===== src/common/clock_synth_pkg.sv =====
// constants, field layout and types of the frequency synthesizer control
// assumes a 25 MHz system clock and a 32-bit Avalon-MM register bus
package clock_synth_pkg;

	localparam int unsigned CLK_FREQ_HZ = 25000000;
	localparam int ADDR_W = 4;

	// byte offsets of the register words
	localparam logic [3:0] OFS_SYNTH_CTRL = 4'h0;
	localparam logic [3:0] OFS_SYNTH_STATUS = 4'h4;

	// freq_synth_control fields
	localparam int IN_DIV_LSB = 0;
	localparam int FB_DIV_LSB = 4;
	localparam int CLKO_SEL_LSB = 10;
	localparam int CODEC_SEL_BIT = 12;
	localparam int PD_BIT = 13;
	localparam int EN_BIT = 14;
	localparam int LOCK_BIT = 15;
	localparam logic [15:0] SYNTH_CTRL_RST = 16'h0000;
	localparam logic [15:0] SYNTH_CTRL_WMASK = 16'h7CFF;

	// own status word bits
	localparam int ST_CORE_PLL_BIT = 0;
	localparam int ST_PARKED_BIT = 1;
	localparam int ST_STOP_GATED_BIT = 2;
	localparam int ST_REF_VALID_BIT = 3;

	// clock-out source codes
	localparam logic [1:0] CLKO_PHASE0 = 2'h0;
	localparam logic [1:0] CLKO_RESERVED = 2'h1;
	localparam logic [1:0] CLKO_REF = 2'h2;
	localparam logic [1:0] CLKO_REF_HALF = 2'h3;

	// reference cycles the loop model needs to settle
	localparam logic [7:0] LOCK_SETTLE_REFS = 8'h40;
	// the 6.5 divider alternates these half-period counts (7 + 6 = 13)
	localparam logic [4:0] CODEC_DIV_LONG = 5'h07;
	localparam logic [4:0] CODEC_DIV_SHORT = 5'h06;

	typedef enum logic [1:0] {
		SW_RUN = 2'b01,
		SW_PARK = 2'b10
	} core_switch_e;

endpackage : clock_synth_pkg


===== src/common/event_div_if.sv =====
// signals between the synthesizer control and one event divider
// assumes one clock domain; evt is a one-cycle pulse
`timescale 1ns/100ps
interface event_div_if;
	logic evt;
	logic hold;
	logic [4:0] limit;
	logic out;

	modport divider (input evt, input hold, input limit, output out);
	modport user (output evt, output hold, output limit, input out);
endinterface : event_div_if


===== src/rtl/clock_synth_control.sv =====
// frequency synthesizer control: register, dividers, loop model, clock muxes
// assumes the reference pin is asynchronous and the bus runs on clock_i;
// generated clocks are sampled levels, so they cannot exceed clock_i / 2
`timescale 1ns/100ps

// How it works
// - input divider divides the squared reference by value plus one
// - loop output is reference over (in+1), times 4 times (feedback+1)
// - a changed input divide value clears lock
// - a changed feedback divide value clears lock; lock returns after settling
// - clock-out select picks phase zero, reserved, reference or half reference
// - hardware reset clears the whole control register; clock-out shows phase 0
// - codec select picks input divider output or reference divided by 6.5
// - power-down bit stops the loop; clearing it restarts the loop
// - power-down cannot be set while the loop enable bit is set
// - setting power-down clears lock
// - enable set runs core from loop; clear runs core from reference
// - stop keeps an active loop; gates divider and clock-out if both off
// - all clocks come from the squared reference; phase zero trails core
// - lock is top bit, read-only, not cleared by clearing enable
// - reserved bits read as zero
module clock_synth_control (
	input wire logic clock_i, // 25 MHz system clock
	input wire logic rst_n_i, // async hardware reset, active low
	input wire logic reference_clock_pin_i, // external reference, async
	input wire logic clock_out_disable_i, // from operating mode register
	input wire logic stop_mode_i, // core is in stop mode
	input wire logic [clock_synth_pkg::ADDR_W-1:0] avs_address_i, // byte addr
	input wire logic avs_read_i, // read request
	input wire logic avs_write_i, // write request
	input wire logic [31:0] avs_writedata_i, // write data
	input wire logic [3:0] avs_byteenable_i, // byte lanes
	output logic [31:0] avs_readdata_o, // read data
	output logic avs_waitrequest_o, // high until the answer
	output logic core_clk_o, // core master clock
	output logic core_phase_zero_o, // delayed core clock
	output logic codec_clk_o, // codec clock
	output logic pll_ref_clk_o, // loop reference (input divider)
	output logic clock_out_pin_o, // clock-out pin
	output logic pll_power_down_o // loop is powered down
);
	import clock_synth_pkg::*;

	// reference synchroniser and edge events
	logic ref_s1_q;
	logic ref_s2_q;
	logic ref_s3_q;
	logic ref_rise;
	logic ref_edge;

	always_ff @(posedge clock_i or negedge rst_n_i)
	begin
		if (!rst_n_i)
		begin
			ref_s1_q <= 1'b0;
			ref_s2_q <= 1'b0;
			ref_s3_q <= 1'b0;
		end
		else
		begin
			ref_s1_q <= reference_clock_pin_i;
			ref_s2_q <= ref_s1_q;
			ref_s3_q <= ref_s2_q;
		end
	end

	assign ref_rise = ref_s2_q & ~ref_s3_q;
	assign ref_edge = ref_s2_q ^ ref_s3_q;

	// register bus slave: one wait cycle, then the answer
	logic waitreq_q;
	logic [31:0] rdata_q;
	logic [15:0] ctrl_q;
	logic lock_q;
	logic req;
	logic acc_en;
	logic wr_ctrl;
	logic [15:0] wr_merge;
	logic [15:0] ctrl_d;

	assign req = avs_read_i | avs_write_i;
	assign acc_en = req & ~waitreq_q;
	assign wr_ctrl = avs_write_i & ~waitreq_q & (avs_address_i == OFS_SYNTH_CTRL);

	always_comb
	begin
		wr_merge[7:0] = avs_byteenable_i[0] ? avs_writedata_i[7:0] : ctrl_q[7:0];
		wr_merge[15:8] = avs_byteenable_i[1] ? avs_writedata_i[15:8]
			: ctrl_q[15:8];
		ctrl_d = wr_merge & SYNTH_CTRL_WMASK;
		// power-down refused while the enable bit ends up set
		ctrl_d[PD_BIT] = wr_merge[PD_BIT] & ~wr_merge[EN_BIT];
	end

	always_ff @(posedge clock_i or negedge rst_n_i)
	begin
		if (!rst_n_i)
			waitreq_q <= 1'b1;
		else
			waitreq_q <= ~(req & waitreq_q);
	end

	always_ff @(posedge clock_i or negedge rst_n_i)
	begin
		if (!rst_n_i)
			ctrl_q <= SYNTH_CTRL_RST;
		else if (wr_ctrl)
			ctrl_q <= ctrl_d;
	end

	// status word with the block's own state
	logic cur_pll_q;
	core_switch_e sw_q;
	logic gate_q;
	logic [15:0] period_q;
	logic [31:0] status_word;

	always_comb
	begin
		status_word = 32'h00000000;
		status_word[ST_CORE_PLL_BIT] = cur_pll_q;
		status_word[ST_PARKED_BIT] = (sw_q == SW_PARK);
		status_word[ST_STOP_GATED_BIT] = gate_q;
		status_word[ST_REF_VALID_BIT] = (period_q != 16'h0000);
	end

	always_ff @(posedge clock_i or negedge rst_n_i)
	begin
		if (!rst_n_i)
			rdata_q <= 32'h00000000;
		else if (avs_read_i & waitreq_q)
		begin
			unique case (avs_address_i)
				OFS_SYNTH_CTRL: rdata_q <= {16'h0000, lock_q, ctrl_q[14:0]};
				OFS_SYNTH_STATUS: rdata_q <= status_word;
				default: rdata_q <= 32'h00000000;
			endcase
		end
	end

	// lock model: settle count restarts on divider change or power-down
	logic div_changed;
	logic pd_set;
	logic [7:0] settle_q;

	assign div_changed = wr_ctrl
		& (ctrl_d[7:0] != ctrl_q[7:0]);
	assign pd_set = wr_ctrl & ctrl_d[PD_BIT] & ~ctrl_q[PD_BIT];

	always_ff @(posedge clock_i or negedge rst_n_i)
	begin
		if (!rst_n_i)
		begin
			settle_q <= 8'h00;
			lock_q <= 1'b0;
		end
		else if (div_changed | pd_set | ctrl_q[PD_BIT])
		begin
			settle_q <= 8'h00;
			lock_q <= 1'b0;
		end
		else if (ref_rise & ~lock_q)
		begin
			if (settle_q == LOCK_SETTLE_REFS - 8'h01)
				lock_q <= 1'b1;
			else
				settle_q <= settle_q + 8'h01;
		end
	end

	// reference period in system cycles, measured on rising edges
	logic [15:0] per_cnt_q;

	always_ff @(posedge clock_i or negedge rst_n_i)
	begin
		if (!rst_n_i)
		begin
			per_cnt_q <= 16'h0000;
			period_q <= 16'h0000;
		end
		else if (ref_rise)
		begin
			period_q <= per_cnt_q + 16'h0001;
			per_cnt_q <= 16'h0000;
		end
		else if (per_cnt_q != 16'hFFFF)
			per_cnt_q <= per_cnt_q + 16'h0001;
	end

	// loop output model: toggles 8*(fb+1) times per (in+1)*period cycles,
	// so its rate is ref/(in+1) * 4 * (fb+1)
	logic [20:0] nco_den;
	logic [7:0] nco_step;
	logic [21:0] nco_acc_q;
	logic [21:0] nco_sum;
	logic pll_clk_q;

	assign nco_den = 21'(period_q)
		* 21'({1'b0, ctrl_q[IN_DIV_LSB +: 4]} + 5'h01);
	assign nco_step = {ctrl_q[FB_DIV_LSB +: 4] + 4'h1 == 4'h0 ? 5'h10
		: {1'b0, ctrl_q[FB_DIV_LSB +: 4] + 4'h1}, 3'b000};
	assign nco_sum = nco_acc_q + 22'(nco_step);

	always_ff @(posedge clock_i or negedge rst_n_i)
	begin
		if (!rst_n_i)
		begin
			nco_acc_q <= 22'h000000;
			pll_clk_q <= 1'b0;
		end
		else if (ctrl_q[PD_BIT] | (period_q == 16'h0000))
		begin
			nco_acc_q <= 22'h000000;
			pll_clk_q <= 1'b0;
		end
		else if (nco_sum >= 22'(nco_den))
		begin
			nco_acc_q <= nco_sum - 22'(nco_den);
			pll_clk_q <= ~pll_clk_q;
		end
		else
			nco_acc_q <= nco_sum;
	end

	// stop entry decides whether divider and clock-out are gated
	logic stop_q;

	always_ff @(posedge clock_i or negedge rst_n_i)
	begin
		if (!rst_n_i)
		begin
			stop_q <= 1'b0;
			gate_q <= 1'b0;
		end
		else
		begin
			stop_q <= stop_mode_i;
			if (!stop_mode_i)
				gate_q <= 1'b0;
			else if (!stop_q)
				gate_q <= ctrl_q[PD_BIT] & clock_out_disable_i;
		end
	end

	// input divider and the fixed 6.5 divider, both counting half periods
	event_div_if in_div ();
	event_div_if codec_div ();

	assign in_div.evt = ref_edge;
	assign in_div.hold = gate_q;
	assign in_div.limit = {1'b0, ctrl_q[IN_DIV_LSB +: 4]} + 5'h01;
	assign codec_div.evt = ref_edge;
	assign codec_div.hold = 1'b0;
	assign codec_div.limit = codec_div.out ? CODEC_DIV_SHORT
		: CODEC_DIV_LONG;

	event_divider u_in_div (
		.clock_i (clock_i),
		.rst_n_i (rst_n_i),
		.div (in_div.divider)
	);

	event_divider u_codec_div (
		.clock_i (clock_i),
		.rst_n_i (rst_n_i),
		.div (codec_div.divider)
	);

	logic codec_clk_q;
	logic pll_ref_q;

	always_ff @(posedge clock_i or negedge rst_n_i)
	begin
		if (!rst_n_i)
		begin
			codec_clk_q <= 1'b0;
			pll_ref_q <= 1'b0;
		end
		else
		begin
			// codec select never touches the loop reference
			codec_clk_q <= ctrl_q[CODEC_SEL_BIT] ? codec_div.out
				: in_div.out;
			pll_ref_q <= in_div.out;
		end
	end

	// glitch-free core clock switch: park low between sources
	logic src_cur;
	logic src_new;
	logic core_clk_q;

	assign src_cur = cur_pll_q ? pll_clk_q : ref_s2_q;
	assign src_new = ctrl_q[EN_BIT] ? pll_clk_q : ref_s2_q;

	always_ff @(posedge clock_i or negedge rst_n_i)
	begin
		if (!rst_n_i)
		begin
			sw_q <= SW_RUN;
			cur_pll_q <= 1'b0;
			core_clk_q <= 1'b0;
		end
		else
		begin
			unique case (sw_q)
				SW_RUN:
				begin
					if ((ctrl_q[EN_BIT] != cur_pll_q) & ~src_cur & ~core_clk_q)
					begin
						sw_q <= SW_PARK;
						core_clk_q <= 1'b0;
					end
					else
						core_clk_q <= src_cur;
				end
				SW_PARK:
				begin
					core_clk_q <= 1'b0;
					if (~src_new)
					begin
						cur_pll_q <= ctrl_q[EN_BIT];
						sw_q <= SW_RUN;
					end
				end
				default:
				begin
					sw_q <= SW_PARK;
					core_clk_q <= 1'b0;
				end
			endcase
		end
	end

	// phase zero, half reference and clock-out pin
	logic phase0_q;
	logic ref_half_q;
	logic clko_q;

	always_ff @(posedge clock_i or negedge rst_n_i)
	begin
		if (!rst_n_i)
		begin
			phase0_q <= 1'b0;
			ref_half_q <= 1'b0;
		end
		else
		begin
			phase0_q <= core_clk_q;
			if (gate_q)
				ref_half_q <= 1'b0;
			else if (ref_rise)
				ref_half_q <= ~ref_half_q;
		end
	end

	always_ff @(posedge clock_i or negedge rst_n_i)
	begin
		if (!rst_n_i)
			clko_q <= 1'b0;
		else if (clock_out_disable_i | gate_q)
			clko_q <= 1'b0;
		else
		begin
			unique case (ctrl_q[CLKO_SEL_LSB +: 2])
				CLKO_PHASE0: clko_q <= phase0_q;
				CLKO_RESERVED: clko_q <= 1'b0;
				CLKO_REF: clko_q <= ref_s2_q;
				CLKO_REF_HALF: clko_q <= ref_half_q;
			endcase
		end
	end

	logic pd_out_q;

	always_ff @(posedge clock_i or negedge rst_n_i)
	begin
		if (!rst_n_i)
			pd_out_q <= 1'b0;
		else
			pd_out_q <= ctrl_q[PD_BIT];
	end

	assign avs_readdata_o = rdata_q;
	assign avs_waitrequest_o = waitreq_q;
	assign core_clk_o = core_clk_q;
	assign core_phase_zero_o = phase0_q;
	assign codec_clk_o = codec_clk_q;
	assign pll_ref_clk_o = pll_ref_q;
	assign clock_out_pin_o = clko_q;
	assign pll_power_down_o = pd_out_q;

endmodule : clock_synth_control


===== src/rtl/event_divider.sv =====
// divider that toggles its output every limit input events
// assumes limit is at least one and events are single-cycle pulses
`timescale 1ns/100ps
module event_divider (
	input wire logic clock_i, // system clock
	input wire logic rst_n_i, // async reset, active low
	event_div_if.divider div // events in, divided level out
);
	import clock_synth_pkg::*;

	logic [4:0] cnt_q;
	logic out_q;

	always_ff @(posedge clock_i or negedge rst_n_i)
	begin
		if (!rst_n_i)
		begin
			cnt_q <= 5'h00;
			out_q <= 1'b0;
		end
		else if (div.hold)
		begin
			// held (gated in stop): park low, restart cleanly
			cnt_q <= 5'h00;
			out_q <= 1'b0;
		end
		else if (div.evt)
		begin
			if (cnt_q + 5'h01 >= div.limit)
			begin
				cnt_q <= 5'h00;
				out_q <= ~out_q;
			end
			else
			begin
				cnt_q <= cnt_q + 5'h01;
			end
		end
	end

	assign div.out = out_q;

endmodule : event_divider


===== config.mk =====
export PLATFORM = sky130hd
export DESIGN_NAME = clock_synth_control
export DESIGN_NICKNAME = d
export VERILOG_FILES = /design/src/common/clock_synth_pkg.sv /design/src/common/event_div_if.sv /design/src/rtl/clock_synth_control.sv /design/src/rtl/event_divider.sv
export SDC_FILE = /design/constraint.sdc
export NUM_CORES = 1
export LEC_CHECK = 0
export BUFFER_PORTS_ARGS = -buffer_cell sky130_fd_sc_hd__buf_2
export CAP_MARGIN = 20
export CORE_ASPECT_RATIO = 0.9
export CORE_MARGIN = 1.5
export CORE_UTILIZATION = 50
export DETAILED_ROUTE_END_ITERATION = 8
export PLACE_DENSITY_LB_ADDON = 0.2
export SLEW_MARGIN = 20
export SYNTH_ARGS = -nofsm -noshare
export SYNTH_HDL_FRONTEND = slang
export SYNTH_HIERARCHICAL = 1
export SYNTH_SLANG_ARGS = --single-unit

===== constraint.sdc =====
create_clock -name clock_i -period 12.3 [get_ports clock_i]
set_input_delay 2.46 -clock clock_i [delete_from_list [all_inputs] [get_ports clock_i]]
set_output_delay 2.46 -clock clock_i [all_outputs]
set_load 0.02 [all_outputs]

==> impl_metrics.tcl <==
set metrics [dict create \
    seq_area_frac_synth_pct 30.54 \
    rr_worst_depth 23 \
    gp_congestion 0.8332 \
    fmax_ghz 0.1287 \
    synth-compound-area-share_pct 14.34 \
    min-delay-start "ref_s1_q" \
    die_y_um 135.5 \
    hold_viol 0 \
    detail_route.wirelength_mm 20.23 \
    period_minus_slack_ns 7.769 \
    syn_area_um2 9758 \
    io_pins 86 \
    dp_hpwl_mm 15.44 \
    grt_pass1_vias 7104 \
    clockRootBuffer "clkbuf_16" \
    ctsResizeCount 0 \
    overflow 0 \
    clock_power_share_pct 18.5 \
    ys_seq_elements 119 \
    post_cts_buffers 0 \
    drv_slew 0 \
    io_buffers 46 \
    numClockSinks 119 \
    min_path_type "reg2reg" \
    pre_cts_ws_ns 4.595 \
    p_comb_share_pct 60.7 \
    synth_top_family_by_area "simple AND/OR/NAND/NOR gates" \
    htreeDepth 4 \
    p_int_uw 1589 \
    synthFlopType "dfrtp_1" \
    status "finished, final reports clean" \
    synth.area.top_cells "dfrtp_1, ha_1, fa_1" \
    synthSimpleGateAreaFrac_pct 20.46 \
    setup_viol 0 \
    pwr_density_cell_nw_per_um2 263.3 \
    path_clk_slew_ns 0.06 \
    synthCells 1073 \
    synth-edff-count 0 \
    fin_ws_ns 4.531 \
    required_ns 12.61 \
    synth_mux_area_share_pct 2.949 \
    synth.avg_cell_area_um2 9.094 \
    async_flop_share_pct 100.0 \
    pwr-share-seq_pct 20.9 \
    ys_warn_count 6 \
    cap_violations 0 \
    reg2reg_slack_ns 4.53 \
    finalClockSkew_ns 0.01370 \
    antenna_found_initial 0 \
    grt_pass1_wl_mm 34.36 \
    final_net_count 1290 \
    coreArea_um2 19160 \
    worstSetupPathType "reg2reg" \
    cts_tree "done" \
    final_util_pct 56.39 \
    ctsHoldBuffers 0 \
    viasPerCell 5.304 \
    leakage_uw 0.005261 \
    start_util_pct 50.93 \
    vdd_drop_max_mv 0.1432 \
    synth_top_area_share_pct 30.00 \
    finalCritPeriodShare_pct 63.16 \
    setup_tns_ns 0 \
    cp_max_fo 26 \
    hold_slack_ns 0.3530 \
    endpoint_kind "flop" \
    synth_xor_area_share_pct 7.437 \
    holdPathStages 0 \
    yosysUniqueCellTypes 80 \
    drt_iter0_drc 307 \
    nFillCells 1767 \
    switching_share_pct 44.16 \
    die-area_um2 20360 \
    slew_headroom_pct 34.65 \
    cp_data_arrival_time_ns 8.08 \
    firstDrtPassIters 4 \
    diodes 0 \
    max_slew.worst_pin.slew_ns 0.9803 \
    std_cell_rows 48 \
    worstSetupStartpoint "ctrl_q[0]" \
    yosysTopAreaCell "dfrtp_1" \
    crit-reg2reg-launch "ctrl_q[0]" \
    rsz0062_at_grt "no" \
    wl_per_cell_um 14.57 \
    clk_latency_ns 0.42 \
    seq_area_um2 2980 \
    design_area_um2 10800 \
    multi_input_area_um2 6309 \
    yosys.area_share.adder_pct 18.39 \
    grt_use_total_pct 21.11 \
    grt_max_degree 75 \
    drive_above_1_share_pct 11.68 \
    placed_cell_area_um2 10170 \
    syn2layout_area_growth_pct 10.72 \
    drc_errors 0 \
    drtAntennaViolNets 0 \
    worstSetupStartpointType "flop" \
    vias 7367 \
    die_width_um 150.3 \
    cts.path.max_buffers 2 \
    switching_power_uw 1256 \
    cts_buffers 17 \
]
area by class of cell:
cell class | count | area share [%]
Timing Repair Buffer | 51 | 2.501
Clock buffer | 25 | 4.771
Sequential cell | 119 | 27.59
Clock inverter | 7 | 1.077
Inverter | 80 | 2.779
Multi-Input combinational cell | 857 | 58.39
Tap cell | 250 | 2.895
cells in the final DEF, fill, tap and decap left out, types with 7 or more instances in the layout:
cell       netlist  final
a21o_1          17     17
a21oi_1         65     65
and2_1          56     56
and3_1          14     14
buf_2            4     45
clkbuf_16        0     17
conb_1           2     28
dfrtp_1        117    117
fa_1            44     44
ha_1            73     73
inv_1           80     80
mux2_2          17     17
mux2i_1          7      7
nand2_1        109    109
nand2b_1        11     11
nand3_1         39     39
nand4_1         13     13
nor2_1          72     72
nor2b_1         21     21
nor3_1          14     14
nor4_1          10     10
o21a_1           8      8
o21ai_0         51     51
o21ai_1          7      7
xnor2_1         37     37
xor2_1          44     44
worst paths after layout:
kind | end
max in group asynchronous | per_cnt_q[14]
worst min register to register | ref_s2_q
worst max register to register | nco_acc_q[17]
worst max-delay path | nco_acc_q[17]
worst min-delay path | ref_s2_q
min in group asynchronous | settle_q[5]
through the flow:
stage	instances	power, uW
6_report	1389	2845
5_1_grt	1389	3125
4_1_cts	1389	2860
3_5_place_dp	1357	2295
3_3_place_gp	1357	2271
2_1_floorplan	1099	1987
power by group through the flow:
stage | clock, uW | combinational [uW] | sequential (uW)
floorplan | 0 | 1410 | 581
global placement | 0 | 1680 | 595
detailed placement | 0 | 1700 | 598
CTS | 538 | 1730 | 593
global route | 554 | 1960 | 608
finish | 525 | 1730 | 594
metal layers:
metal | track usage (%) | wire, um | vias up
li1 | - | - | 3745
met4 | 4.630 | 166 | 0
met5 | 0 | 0 | -
met2 | 33.26 | 9266 | 90
met1 | 30.45 | 10210 | 3517
met3 | 3.569 | 589 | 15
logic make-up after synthesis:
| kind of cell | count (synthesis) |
|---|---|
| adders and majority gates | 117 |
| AOI/OAI and AO/OA | 212 |
| and+or+nand+nor | 392 |
| buffers and inverters | 123 |
| DFF | 119 |
| muxes | 26 |
| xor gates and xnor gates | 82 |
| other | 2 |
cell usage after synthesis (4+ instances only):
cell      instances
a22oi_1           4
ha_1             73
nor2_1           72
o21a_1            8
a21oi_1          65
o21ai_1           7
or3_1             5
buf_2             4
or2_2             4
a31o_2            4
mux2i_1           7
nor3b_1           5
fa_1             44
buf_4            18
o21ai_0          51
xnor2_1          37
nand3_1          39
mux2_2           17
and3_1           14
a31oi_1           4
dfrtp_1         117
nor2b_1          21
clkbuf_1         15
and2_1           56
nor4_1           10
a21o_1           17
xor2_1           44
a211oi_2          6
nor3_1           14
nand2_1         109
inv_1            80
nand4_1          13
nand2b_1         11
o21bai_1          4
worst max-delay path: stages, from the launching register on:
cell	delay, ns
dfrtp_1	0.66
ha_1	0.27
and3_1	0.53
nand2_1	0.16
fa_1	0.54
fa_1	0.52
fa_1	0.54
inv_1	0.04
ha_1	0.32
nor2b_1	0.14
o21ai_1	0.15
a21oi_1	0.12
o41ai_1	0.47
o21ai_1	0.23
o41ai_1	0.37
xor2_1	0.12
ha_1	0.42
o21ai_0	0.14
o21ai_0	0.29
o2111ai_1	0.20
nand2_1	0.14
a211o_1	0.77
o2111ai_1	0.30
a21oi_1	0.22
state kept, by name, indices dropped and copies added, names as in the netlist, 5 cells and up:
| signal | cells |
|---|---|
| avs_readdata_o | 14 |
| ctrl_q | 13 |
| nco_acc_q | 22 |
| per_cnt_q | 16 |
| period_q | 16 |
| settle_q | 8 |
| u_codec_div/cnt_q | 5 |
| u_in_div/cnt_q | 5 |
Note: power is estimated with default switching activity, not from simulation.
